===== config.mk =====
export PLATFORM = sky130hd
export DESIGN_NAME = tff_formatter
export DESIGN_NICKNAME = d
export VERILOG_FILES = /design/src/inc/tff_pkg.sv /design/src/hdl/tff_formatter.sv
export SDC_FILE = /design/constraint.sdc
export NUM_CORES = 2
export LEC_CHECK = 0
export BUFFER_PORTS_ARGS = -buffer_cell sky130_fd_sc_hd__buf_2
export CAP_MARGIN = 20
export CORE_ASPECT_RATIO = 1.25
export CORE_UTILIZATION = 60
export DETAILED_ROUTE_END_ITERATION = 16
export MAX_ROUTING_LAYER = met4
export PLACE_DENSITY = 0.84
export SLEW_MARGIN = 0
export SYNTH_ARGS = -nofsm -noshare
export SYNTH_HDL_FRONTEND = slang
export SYNTH_SLANG_ARGS = --single-unit

===== constraint.sdc =====
create_clock -name clock -period 5.3 [get_ports clock]
set_input_delay 0.53 -clock clock [delete_from_list [all_inputs] [get_ports clock]]
set_output_delay 0.53 -clock clock [all_outputs]
set_load 0.01 [all_outputs]

===== src/inc/tff_pkg.sv =====
// How it works
// - Format memory read in order picks source
// - Each sample is eight bits, shifted serially
// - A minor frame holds exactly 128 words
// - Fixed words sit at fixed slot positions
// - Major frame spans 256 minor frames
// - Submultiplex cycle restarts every 64 frames
// - Serial output runs at 40 kbit/s
// - Fixed slots bypass the input multiplexer
// - Format memory: 128 locations of 8 bits
package tff_pkg;

    // ------------------------------------------------------------
    // Timing
    // ------------------------------------------------------------
    localparam int CLK_HZ        = 50_000_000;        // System clock rate
    localparam int BIT_RATE_BPS  = 40_000;            // Telemetry readout rate
    localparam int BIT_CYCLES    = CLK_HZ / BIT_RATE_BPS; // Clocks per bit
    localparam int DIV_W         = 11;                // Divider width

    // ------------------------------------------------------------
    // Frame geometry
    // ------------------------------------------------------------
    localparam int WORD_BITS     = 8;                 // Bits per word
    localparam int FRAME_WORDS   = 128;               // Words per minor frame
    localparam int POS_W         = 7;                 // Word position width
    localparam int FCNT_W        = 8;                 // Minor frames per major: 256
    localparam int SUBMUX_W      = 6;                 // Submux cycle: 64 frames
    localparam int SEL_W         = 6;                 // Source address bits

    // ------------------------------------------------------------
    // Format memory location fields
    // ------------------------------------------------------------
    localparam int FMT_SEL_LSB   = 0;                 // Source address field
    localparam int FMT_SYNC_BIT  = 6;                 // Sync pulse enable bit

    // ------------------------------------------------------------
    // Fixed word positions
    // ------------------------------------------------------------
    localparam logic [6:0] POS_FCNT   = 7'h3c;        // Frame counter, word 60
    localparam logic [6:0] POS_GRP0   = 7'h3d;        // Status group, word 61
    localparam logic [6:0] POS_GRP1   = 7'h3e;        // Status group, word 62
    localparam logic [6:0] POS_GRP2   = 7'h3f;        // Status group, word 63
    localparam logic [6:0] POS_SYNC0  = 7'h7d;        // Frame sync, word 125
    localparam logic [6:0] POS_SYNC1  = 7'h7e;        // Frame sync, word 126
    localparam logic [6:0] POS_SYNC2  = 7'h7f;        // Frame sync, word 127

    // ------------------------------------------------------------
    // Reset values
    // ------------------------------------------------------------
    localparam logic [2:0] BITCNT_RST = 3'h7;         // Next edge starts a word
    localparam logic [6:0] POS_RST    = 7'h7f;        // Next word is word 0
    localparam logic [7:0] FCNT_RST   = 8'hff;        // First frame counts zero

    // Status group content, chosen by frame counter low bits
    typedef enum logic [1:0] {
        TFF_GRP_CLOCK,                                // Spacecraft clock
        TFF_GRP_ADDR,                                 // Memory readout, addresses
        TFF_GRP_STATUS,                               // Status register
        TFF_GRP_CMD                                   // Memory readout, command
    } tff_grp_t;

endpackage


===== src/hdl/tff_formatter.sv =====
`timescale 1ns/10ps
module tff_formatter
    import tff_pkg::*;
#(
    parameter int         BIT_DIV = BIT_CYCLES,       // Clocks per serial bit
    parameter logic [7:0] SYNC_W0 = 8'hfa,            // Sync word pattern, plain default
    parameter logic [7:0] SYNC_W1 = 8'hf3,            // Sync word pattern, plain default
    parameter logic [7:0] SYNC_W2 = 8'h20             // Sync word pattern, plain default
)
(
    input  wire logic              clock,             // System clock
    input  wire logic              nrst,              // Async reset, active low
    input  wire logic              fmt_wr,            // Format memory write strobe
    input  wire logic [POS_W-1:0]  fmt_addr,          // Format memory write location
    input  wire logic [7:0]        fmt_wdata,         // Format memory write data
    input  wire logic [7:0]        sample_in,         // Converted sample of selected source
    input  wire logic [23:0]       sc_clock,          // Spacecraft clock value
    input  wire logic [23:0]       status_bits,       // Spacecraft status register
    input  wire logic [7:0]        indirect_addr,     // Indirect address register
    input  wire logic [7:0]        execute_addr,      // Execute address register
    input  wire logic [15:0]       command_reg,       // Command register
    output logic                   tlm_bit_r,         // Serial telemetry data
    output logic                   tlm_bit_stb_r,     // Pulse when a new bit starts
    output logic [SEL_W-1:0]       src_sel_r,         // Source address for next slot
    output logic                   mux_en_r,          // Multiplexer enabled for next slot
    output logic                   sync_pulse_en_r,   // Sync pulse enable for next slot
    output logic [POS_W-1:0]       word_pos_r,        // Word slot now on the line
    output logic [FCNT_W-1:0]      frame_cnt_r,       // Minor frame counter
    output logic                   minor_start_r,     // Pulse at word 0 of a frame
    output logic                   major_start_r,     // Pulse at frame 0 word 0
    output logic                   submux_start_r     // Pulse at each 64-frame cycle
);

    // ------------------------------------------------------------
    // Storage and internal state
    // ------------------------------------------------------------
    logic [7:0]        fmt_mem [FRAME_WORDS];         // Format memory
    logic [DIV_W-1:0]  div_r;                         // Bit-rate divider
    logic              bit_en;                        // One-cycle bit enable
    logic [2:0]        bit_cnt_r;                     // Bit within word
    logic [7:0]        shreg_r;                       // Output shift register
    logic              word_end;                      // Last bit of a slot ends
    logic [POS_W-1:0]  pos_nxt;                       // Slot about to start
    logic [POS_W-1:0]  pre_pos;                       // Slot whose source is prefetched
    logic [7:0]        pre_loc;                       // Prefetched format location
    logic [7:0]        word_nxt;                      // Content of the starting slot
    logic [7:0]        readout;                       // Format memory readout word
    tff_grp_t          grp;                           // Status group selection

    // True where a slot carries an internally made word
    function automatic logic is_fixed(input logic [POS_W-1:0] pos);
        return (pos == POS_FCNT) || (pos == POS_GRP0) || (pos == POS_GRP1) ||
               (pos == POS_GRP2) || (pos == POS_SYNC0) || (pos == POS_SYNC1) ||
               (pos == POS_SYNC2);
    endfunction

    // ------------------------------------------------------------
    // Format memory
    // ------------------------------------------------------------

    // Write port; contents are not reset, so load before relying on them
    always_ff @(posedge clock)
    begin
        if (fmt_wr)
        begin
            fmt_mem[fmt_addr] <= fmt_wdata;
        end
    end

    // ------------------------------------------------------------
    // Bit timing
    // ------------------------------------------------------------

    // Divider makes the one-cycle bit enable
    always_ff @(posedge clock or negedge nrst)
    begin
        if (!nrst)
        begin
            div_r <= '0;
        end
        else if (bit_en)
        begin
            div_r <= '0;
        end
        else
        begin
            div_r <= div_r + 1'b1;
        end
    end

    assign bit_en   = (div_r == DIV_W'(BIT_DIV - 1));
    assign word_end = bit_en && (bit_cnt_r == 3'h7);

    // Bit counter inside a word
    always_ff @(posedge clock or negedge nrst)
    begin
        if (!nrst)
        begin
            bit_cnt_r <= BITCNT_RST;
        end
        else if (bit_en)
        begin
            bit_cnt_r <= bit_cnt_r + 1'b1;
        end
    end

    // ------------------------------------------------------------
    // Word content
    // ------------------------------------------------------------

    // Position arithmetic wraps at 128 by width alone
    assign pos_nxt = word_pos_r + 1'b1;
    assign pre_pos = pos_nxt + 1'b1;
    assign pre_loc = fmt_mem[pre_pos];
    assign readout = fmt_mem[frame_cnt_r[POS_W-1:0]]; // One location per frame
    assign grp     = tff_grp_t'(frame_cnt_r[1:0]);

    // Fixed slots are built here; other slots take the sampled word
    always_comb
    begin
        word_nxt = sample_in;
        unique case (pos_nxt)
            POS_FCNT:  word_nxt = frame_cnt_r;
            POS_SYNC0: word_nxt = SYNC_W0;
            POS_SYNC1: word_nxt = SYNC_W1;
            POS_SYNC2: word_nxt = SYNC_W2;
            POS_GRP0:
            begin
                unique case (grp)
                    TFF_GRP_CLOCK:  word_nxt = sc_clock[23:16];
                    TFF_GRP_ADDR:   word_nxt = readout;
                    TFF_GRP_STATUS: word_nxt = status_bits[23:16];
                    TFF_GRP_CMD:    word_nxt = readout;
                endcase
            end
            POS_GRP1:
            begin
                unique case (grp)
                    TFF_GRP_CLOCK:  word_nxt = sc_clock[15:8];
                    TFF_GRP_ADDR:   word_nxt = indirect_addr;
                    TFF_GRP_STATUS: word_nxt = status_bits[15:8];
                    TFF_GRP_CMD:    word_nxt = command_reg[15:8];
                endcase
            end
            POS_GRP2:
            begin
                unique case (grp)
                    TFF_GRP_CLOCK:  word_nxt = sc_clock[7:0];
                    TFF_GRP_ADDR:   word_nxt = execute_addr;
                    TFF_GRP_STATUS: word_nxt = status_bits[7:0];
                    TFF_GRP_CMD:    word_nxt = command_reg[7:0];
                endcase
            end
            default: word_nxt = sample_in;            // Multiplexed slot
        endcase
    end

    // ------------------------------------------------------------
    // Serial output
    // ------------------------------------------------------------

    // MSB first; a new word loads at the slot boundary
    always_ff @(posedge clock or negedge nrst)
    begin
        if (!nrst)
        begin
            shreg_r   <= '0;
            tlm_bit_r <= 1'b0;
        end
        else if (word_end)
        begin
            tlm_bit_r <= word_nxt[WORD_BITS-1];
            shreg_r   <= {word_nxt[WORD_BITS-2:0], 1'b0};
        end
        else if (bit_en)
        begin
            tlm_bit_r <= shreg_r[WORD_BITS-1];
            shreg_r   <= {shreg_r[WORD_BITS-2:0], 1'b0};
        end
    end

    // Bit strobe marks each bit start
    always_ff @(posedge clock or negedge nrst)
    begin
        if (!nrst)
        begin
            tlm_bit_stb_r <= 1'b0;
        end
        else
        begin
            tlm_bit_stb_r <= bit_en;
        end
    end

    // ------------------------------------------------------------
    // Source selection
    // ------------------------------------------------------------

    // Selection leads the line by one slot so the source settles a full word
    always_ff @(posedge clock or negedge nrst)
    begin
        if (!nrst)
        begin
            src_sel_r       <= '0;
            mux_en_r        <= 1'b0;
            sync_pulse_en_r <= 1'b0;
        end
        else if (word_end)
        begin
            if (is_fixed(pre_pos))
            begin
                src_sel_r       <= '0;
                mux_en_r        <= 1'b0;
                sync_pulse_en_r <= 1'b0;
            end
            else
            begin
                src_sel_r       <= pre_loc[FMT_SEL_LSB +: SEL_W];
                mux_en_r        <= 1'b1;
                sync_pulse_en_r <= pre_loc[FMT_SYNC_BIT];
            end
        end
    end

    // ------------------------------------------------------------
    // Word and frame counting
    // ------------------------------------------------------------

    // Word position on the line
    always_ff @(posedge clock or negedge nrst)
    begin
        if (!nrst)
        begin
            word_pos_r <= POS_RST;
        end
        else if (word_end)
        begin
            word_pos_r <= pos_nxt;
        end
    end

    // Frame counter wraps after 256 frames, marking the major frame
    always_ff @(posedge clock or negedge nrst)
    begin
        if (!nrst)
        begin
            frame_cnt_r <= FCNT_RST;
        end
        else if (word_end && (pos_nxt == '0))
        begin
            frame_cnt_r <= frame_cnt_r + 1'b1;
        end
    end

    // Frame boundary pulses
    always_ff @(posedge clock or negedge nrst)
    begin
        if (!nrst)
        begin
            minor_start_r  <= 1'b0;
            major_start_r  <= 1'b0;
            submux_start_r <= 1'b0;
        end
        else
        begin
            minor_start_r  <= word_end && (pos_nxt == '0);
            major_start_r  <= word_end && (pos_nxt == '0) &&
                              (frame_cnt_r == FCNT_RST);
            submux_start_r <= word_end && (pos_nxt == '0) &&
                              (frame_cnt_r[SUBMUX_W-1:0] == '1);
        end
    end

endmodule // tff_formatter


; Word level (Yosys, flattened, before mapping)
; Memory sizes are Yosys's and may differ from the RTL's.
; Index checks and enable logic that the tools add are counted.
[op_classes]
add_sub_neg = 5
n_eq_ne = 21
n_mux = 14
n_reduce_logical = 14
[ops]
columns = operator, n
row1 = one-hot mux 8 bit (4 select lines), 2
row2 = "equality test 7 x 6 -> 1 bit, second input constant", 8
row3 = one-hot mux 8 bit (7 select lines), 1
row4 = "equality test 7 bit, second input constant", 6
row5 = one-hot mux 8 bit (3 select lines), 1
row6 = 2-to-1 mux 8 bit, 2
row7 = "adder 7 x 1 -> 7 bit, second input constant", 2
row8 = "adder 11 x 1 -> 11 bit, second input constant", 1
row9 = "equality test 11 bit, second input constant", 1
row10 = 2-to-1 mux 11 bit, 1
row11 = "adder 8 x 1 -> 8 bit, second input constant", 1
row12 = "equality test 8 bit, second input constant", 1
row13 = zero test 7 bit, 1
row14 = "equality test 6 bit, second input constant", 1
row15 = logical OR 1 bit, 6
row16 = 2-to-1 mux 1 bit, 6
row17 = 2-to-1 mux 6 bit, 1
row18 = "equality test 2 bit, second input constant", 2
row19 = logical AND 1 bit, 4
row20 = "adder 3 x 1 -> 3 bit, second input constant", 1
row21 = "equality test 3 bit, second input constant", 1
row22 = "equality test 2 x 1 -> 1 bit, second input constant", 1
row23 = zero test 2 bit, 1
row24 = nonzero test 2 bit, 1
row25 = OR reduction 2 bit, 1
[word_totals]
regBits = 50
mem_bits_rw = 1024
input_bits = 106
output_inout_bits = 28
word_cells = 68
n_memories = 1
[memory_table]
columns = name, words, width, rd, rd_ports_with_merged_regs, wr, line
row1 = fmt_mem, 128, 8, 2, 0, 1, tff_formatter.sv:37  ; logic [7:0] fmt_mem [FRAME_WORDS];

; Logic depth before layout (Yosys ltp)
[depth]
ltp_word = 10
mapped_depth = 18
mapped_depth_nobuf = 11

; Worst setup path after synthesis
; OpenSTA, ideal clock, no wires.
[synth_timing]
path_type = register -> register
from = register word_pos_r[0]
to = register src_sel_r[0]
setup_ps = 123
arrival_ps = 3841
path_slack_ps = 1336
path_stages_with_launch = 17
synth_period_minus_slack_ps = 3964
path_cell_list = dfstp_2 > buf_2 > buf_4 > buf_4 > buf_2 > inv_1 > ha_1 > o21ai_0 > o21ai_1 > a221o_1 > buf_2 > nand2_4 > buf_6 > mux4_2 > mux2i_1 > and2_1 > o31ai_2
[synth_via]
elab_chain_len = 10
word_cells_on_any_way = 17
[synth_rtl]
columns = item, line
row1 = start: declaration, tff_formatter.sv:27  ; output logic [POS_W-1:0] word_pos_r,
row2 = start signal: assignment, tff_formatter.sv:238  ; word_pos_r <= pos_nxt;
row3 = adder 7 x 1 -> 7 bit (*), tff_formatter.sv:112  ; assign pos_nxt = word_pos_r + 1'b1;
row4 = via pos_nxt[0], tff_formatter.sv:43  ; logic [POS_W-1:0] pos_nxt;
row5 = adder 7 x 1 -> 7 bit (*), tff_formatter.sv:113  ; assign pre_pos = pos_nxt + 1'b1;
row6 = branches (longest 7 deep; another with memory read (128 x 8 bit)), -
row7 = 2-to-1 mux 6 bit (*), tff_formatter.sv:210  ; if (is_fixed(pre_pos))
row8 = end signal: assignment, tff_formatter.sv:218  ; src_sel_r <= pre_loc[FMT_SEL_LSB +: SEL_W];
row9 = end: declaration, tff_formatter.sv:24  ; output logic [SEL_W-1:0] src_sel_r,
; Mark *: on every way through the listed nets, which the timed path passes.
; A chain may end at the register's enable or synchronous reset.

; Final worst setup path
[layout_timing]
from = register word_pos_r[0]
to = register src_sel_r[4]
[layout_via]
elab_chain_len = 10
word_cells_on_any_way = 17
[layout_rtl]
columns = item, line
row1 = adder 7 x 1 -> 7 bit (*), tff_formatter.sv:112
row2 = adder 7 x 1 -> 7 bit (*), tff_formatter.sv:113
row3 = branches (longest 7 deep; another with memory read (128 x 8 bit)), -
row4 = 2-to-1 mux 6 bit (*), tff_formatter.sv:210
; Every way passes the cells marked *.

==> impl_metrics.env <==
export IMPL_status="complete, no violations"
export IMPL_cts_sinks=1073
export IMPL_cp_start_kind="register"
export IMPL_synth_xor_area_share_pct=0.531
export IMPL_rows=119
export IMPL_maxSlewHeadroom_pct=17.0
export IMPL_die_x_microns=263
export IMPL_grt_busiest_layer="met2"
export IMPL_place_gp_congestion=1.07
export IMPL_grt_first_pass_wirelength_microns=228000
export IMPL_synth_cells=2972
export IMPL_worstPathRequired_ps=5880
export IMPL_placed_cells_incl_taps=4062
export IMPL_ys_seq_area_share_pct=62.5
export IMPL_synth_edf_count=1024
export IMPL_setup_tns_ps=0
export IMPL_slew_violations=0
export IMPL_rsz0062_at_grt="false"
export IMPL_die_h_microns=328
export IMPL_muxShareOfSynthArea_pct=22.7
export IMPL_hold_violations=0
export IMPL_ys_ff_latch=1073
export IMPL_cts_root_buf="clkbuf_16"
export IMPL_totalWireLength_microns=160000
export IMPL_cts_buffer_depth=3
export IMPL_drtAntennaViolNets=0
export IMPL_numCtsBuffers=97
export IMPL_syn_avg_cell_area_sq_um=17.2
export IMPL_grt_pass1_vias=33100
export IMPL_postCtsSetupBuffers=0
export IMPL_grt_max_degree=94
export IMPL_viasPerCell=7.82
export IMPL_stdcell_count=4267
export IMPL_antenna_found_initial=13
export IMPL_met1_usage_pct=44.6
export IMPL_area_delta_synth_final_pct=9.74
export IMPL_drc_errors=0
export IMPL_drive_above_1_share_pct=26.9
export IMPL_cts_tree="done"
export IMPL_final_nets=3198
export IMPL_start_util_pct=60.7
export IMPL_clkLatencyLatePin_ps=710
export IMPL_overflow=0
export IMPL_dieArea_sq_mm=0.0864
export IMPL_syn_cell_area_sq_mm=0.0512
export IMPL_ys_warnings_count=0
export IMPL_critical_path_max_fanout=76
export IMPL_place_port_buffers=133
export IMPL_hp_class="in -> reg"
export IMPL_worst_ir_drop_vdd_mv=0.316
export IMPL_cellPowerDensity_mw_per_mm2=302
export IMPL_arrival_ps=4990
export IMPL_endpoint_kind="register"
export IMPL_synth_ff_type="edfxtp_1"
export IMPL_core_area_sq_mm=0.0843
export IMPL_path_class="reg -> reg"
export IMPL_synth_cell_types=83
export IMPL_vias=33400
export IMPL_nFillCells=5165
export IMPL_synth_top_family_by_area="multiplexers"
export IMPL_routedWlPerCell_microns=37.4
export IMPL_fin_skew_ps=24.1
export IMPL_period_minus_slack_ps=4410
export IMPL_grt_met3_usage_pct=11.1
export IMPL_period_share_pct=83.2
export IMPL_rrSetupSlack_ps=890
export IMPL_syn_nets=3091
export IMPL_grt_util_met2_pct=57.5
export IMPL_register_area_sq_mm=0.0320
export IMPL_io_pins=134
export IMPL_synthArstFlopShare_pct=4.57
export IMPL_drtIter0Drc=6061
export IMPL_grt_usage_pct=38.2
export IMPL_htree_levels=3
export IMPL_tightest_slew_ps=1240
export IMPL_ctsResizeCount=0
export IMPL_maxCapViolCount=0
export IMPL_synth_adder_area_share_pct=0.318
export IMPL_fmax_ghz=0.227
export IMPL_drtPass1Iterations=7
export IMPL_p_leak_nw=17.2
export IMPL_multiInputGateArea_sq_mm=0.0178
export IMPL_path_clk_slew_ps=70
export IMPL_synth_compound_area_share_pct=6.07
export IMPL_yosys_area_share_simple_pct=4.96
export IMPL_finalSetupViolCount=0
export IMPL_hpwl_microns=103000
path summary, 6_finish.rpt:
| kind | startpoint | end | depth (start not counted) |
|---|---|---|---|
| worst max register to register | word_pos_r[0] | src_sel_r[4] | 10 |
| min in group asynchronous | nrst | shreg_r[4] | 3 |
| worst max-delay path | word_pos_r[0] | src_sel_r[4] | 10 |
| worst min-delay path | sc_clock[21] | shreg_r[6] | 3 |
| max in group asynchronous | nrst | src_sel_r[3] | 3 |
| worst min register to register | bit_cnt_r[1] | bit_cnt_r[1] | 2 |
repair_timing:
action	4_1_cts	5_1_grt
endpoints found under the setup margin	0	0
hold buffers	1	0
endpoints found under the hold margin	31	0
Yosys cell counts, drive strengths merged (13+ instances only):
| library cell | count | area (sq um) |
|---|---|---|
| a211oi | 35 | 268 |
| a21oi | 95 | 475 |
| a222oi | 18 | 180 |
| and2 | 37 | 231 |
| buf | 138 | 1050 |
| clkbuf | 87 | 327 |
| dfrtp | 31 | 776 |
| dfstp | 18 | 473 |
| edfxtp | 1024 | 30700 |
| ha | 13 | 163 |
| inv | 14 | 52.6 |
| mux2i | 217 | 2170 |
| mux4 | 415 | 9380 |
| nand2 | 126 | 480 |
| nand3 | 91 | 460 |
| nor2 | 170 | 638 |
| nor2b | 22 | 138 |
| nor3 | 29 | 145 |
| nor4 | 13 | 81.3 |
| o21ai | 66 | 330 |
| o221ai | 100 | 876 |
| o22ai | 46 | 288 |
| or3 | 13 | 81.3 |
| xnor2 | 21 | 184 |
flip-flops by register name (all words and copies together) (netlist names):
register,flops
sync_pulse_en_r,1
frame_cnt_r,8
word_pos_r,7
minor_start_r,1
src_sel_r,6
tlm_bit_r,1
mux_en_r,1
major_start_r,1
bit_cnt_r,3
div_r,11
submux_start_r,1
tlm_bit_stb_r,1
shreg_r,7
fmt_mem,1024
kinds of logic (layout without fill, tap and decap cells):
kind of cell | count (synthesis) | after routing
multiplexers | 639 | 639
AO/OA/AOI/OAI | 435 | 435
buffers and inverters | 241 | 430
XOR/XNOR | 31 | 31
adder cells (fa/ha/maj) | 13 | 13
flip-flops | 1073 | 1073
other | 0 | 17
AND/OR/NAND/NOR | 540 | 540
per-stage QoR:
step | cell area [sq um] | hold slack [ps] | worst slack [ps] | power, W | utilization, %
after CTS | 56000 | 158 | 948 | 0.0169 | 66.5
after detailed placement | 52800 | 468 | 998 | 0.00980 | 62.6
after global routing | 56100 | 181 | 649 | 0.0172 | 66.6
after global placement | 52700 | 448 | 1050 | 0.00978 | 62.6
final | 56100 | 165 | 889 | 0.0169 | 66.6
after floorplan | 51200 | 234 | 1340 | 0.00956 | -
layout make-up:
| cell class | count | share of cell area (%) |
|---|---|---|
| flip-flops and latches | 1073 | 57.0 |
| multi-input cells | 1658 | 31.7 |
| clock buffers | 119 | 4.62 |
| repair buffers | 234 | 2.92 |
| well taps | 1089 | 2.43 |
| clock inverters | 62 | 1.16 |
| inverters | 15 | 0.100 |
| diodes | 17 | 0.0758 |
power breakdown:
group	switching [W]	leakage [nW]	internal [W]
clock network	0.00328	1.59	0.00402
registers	0.0000154	9.78	0.00931
logic	0.000241	5.84	0.0000656
worst max-delay path, cell delays in order (launching register included):
cell      delay, ps
dfstp_4         940
ha_1            560
xor2_1          550
a22oi_1         230
xnor2_2         220
buf_12          370
and2_1          370
nand2_1         140
a211oi_2        560
nand2b_1        220
o31ai_1          80
placed cells by master, fill, tap and decap left out, types with 10 or more instances in the layout:
| cell type | synthesis | layout |
|---|---|---|
| mux2i_1 | 217 | 217 |
| mux4_2 | 405 | 405 |
| nand3_1 | 90 | 90 |
| clkinv_2 | 0 | 12 |
| o221ai_1 | 100 | 100 |
| a222oi_1 | 18 | 18 |
| buf_2 | 52 | 125 |
| bufinv_16 | 0 | 10 |
| buf_4 | 15 | 89 |
| nand2_1 | 125 | 124 |
| nor2b_1 | 22 | 22 |
| inv_1 | 13 | 11 |
| and2_1 | 34 | 34 |
| dfrtp_1 | 31 | 31 |
| o21ai_0 | 57 | 57 |
| dfstp_2 | 18 | 15 |
| edfxtp_1 | 1024 | 1024 |
| o22ai_1 | 46 | 46 |
| clkbuf_16 | 0 | 99 |
| nor3_1 | 29 | 27 |
| clkinv_1 | 1 | 16 |
| or3_1 | 13 | 13 |
| nor2_1 | 170 | 170 |
| xnor2_1 | 21 | 18 |
| diode_2 | 0 | 17 |
| a21oi_1 | 95 | 95 |
| ha_1 | 13 | 12 |
| buf_12 | 5 | 12 |
| clkbuf_1 | 87 | 13 |
| nor4_1 | 13 | 13 |
| a211oi_1 | 34 | 34 |
metal layers:
layer | routed length [microns] | vias up
met5 | 0 | -
met4 | 14200 | 0
met3 | 23400 | 881
met2 | 73700 | 3373
met1 | 48300 | 16400
li1 | - | 12700
(Power assumes the default switching activity.)
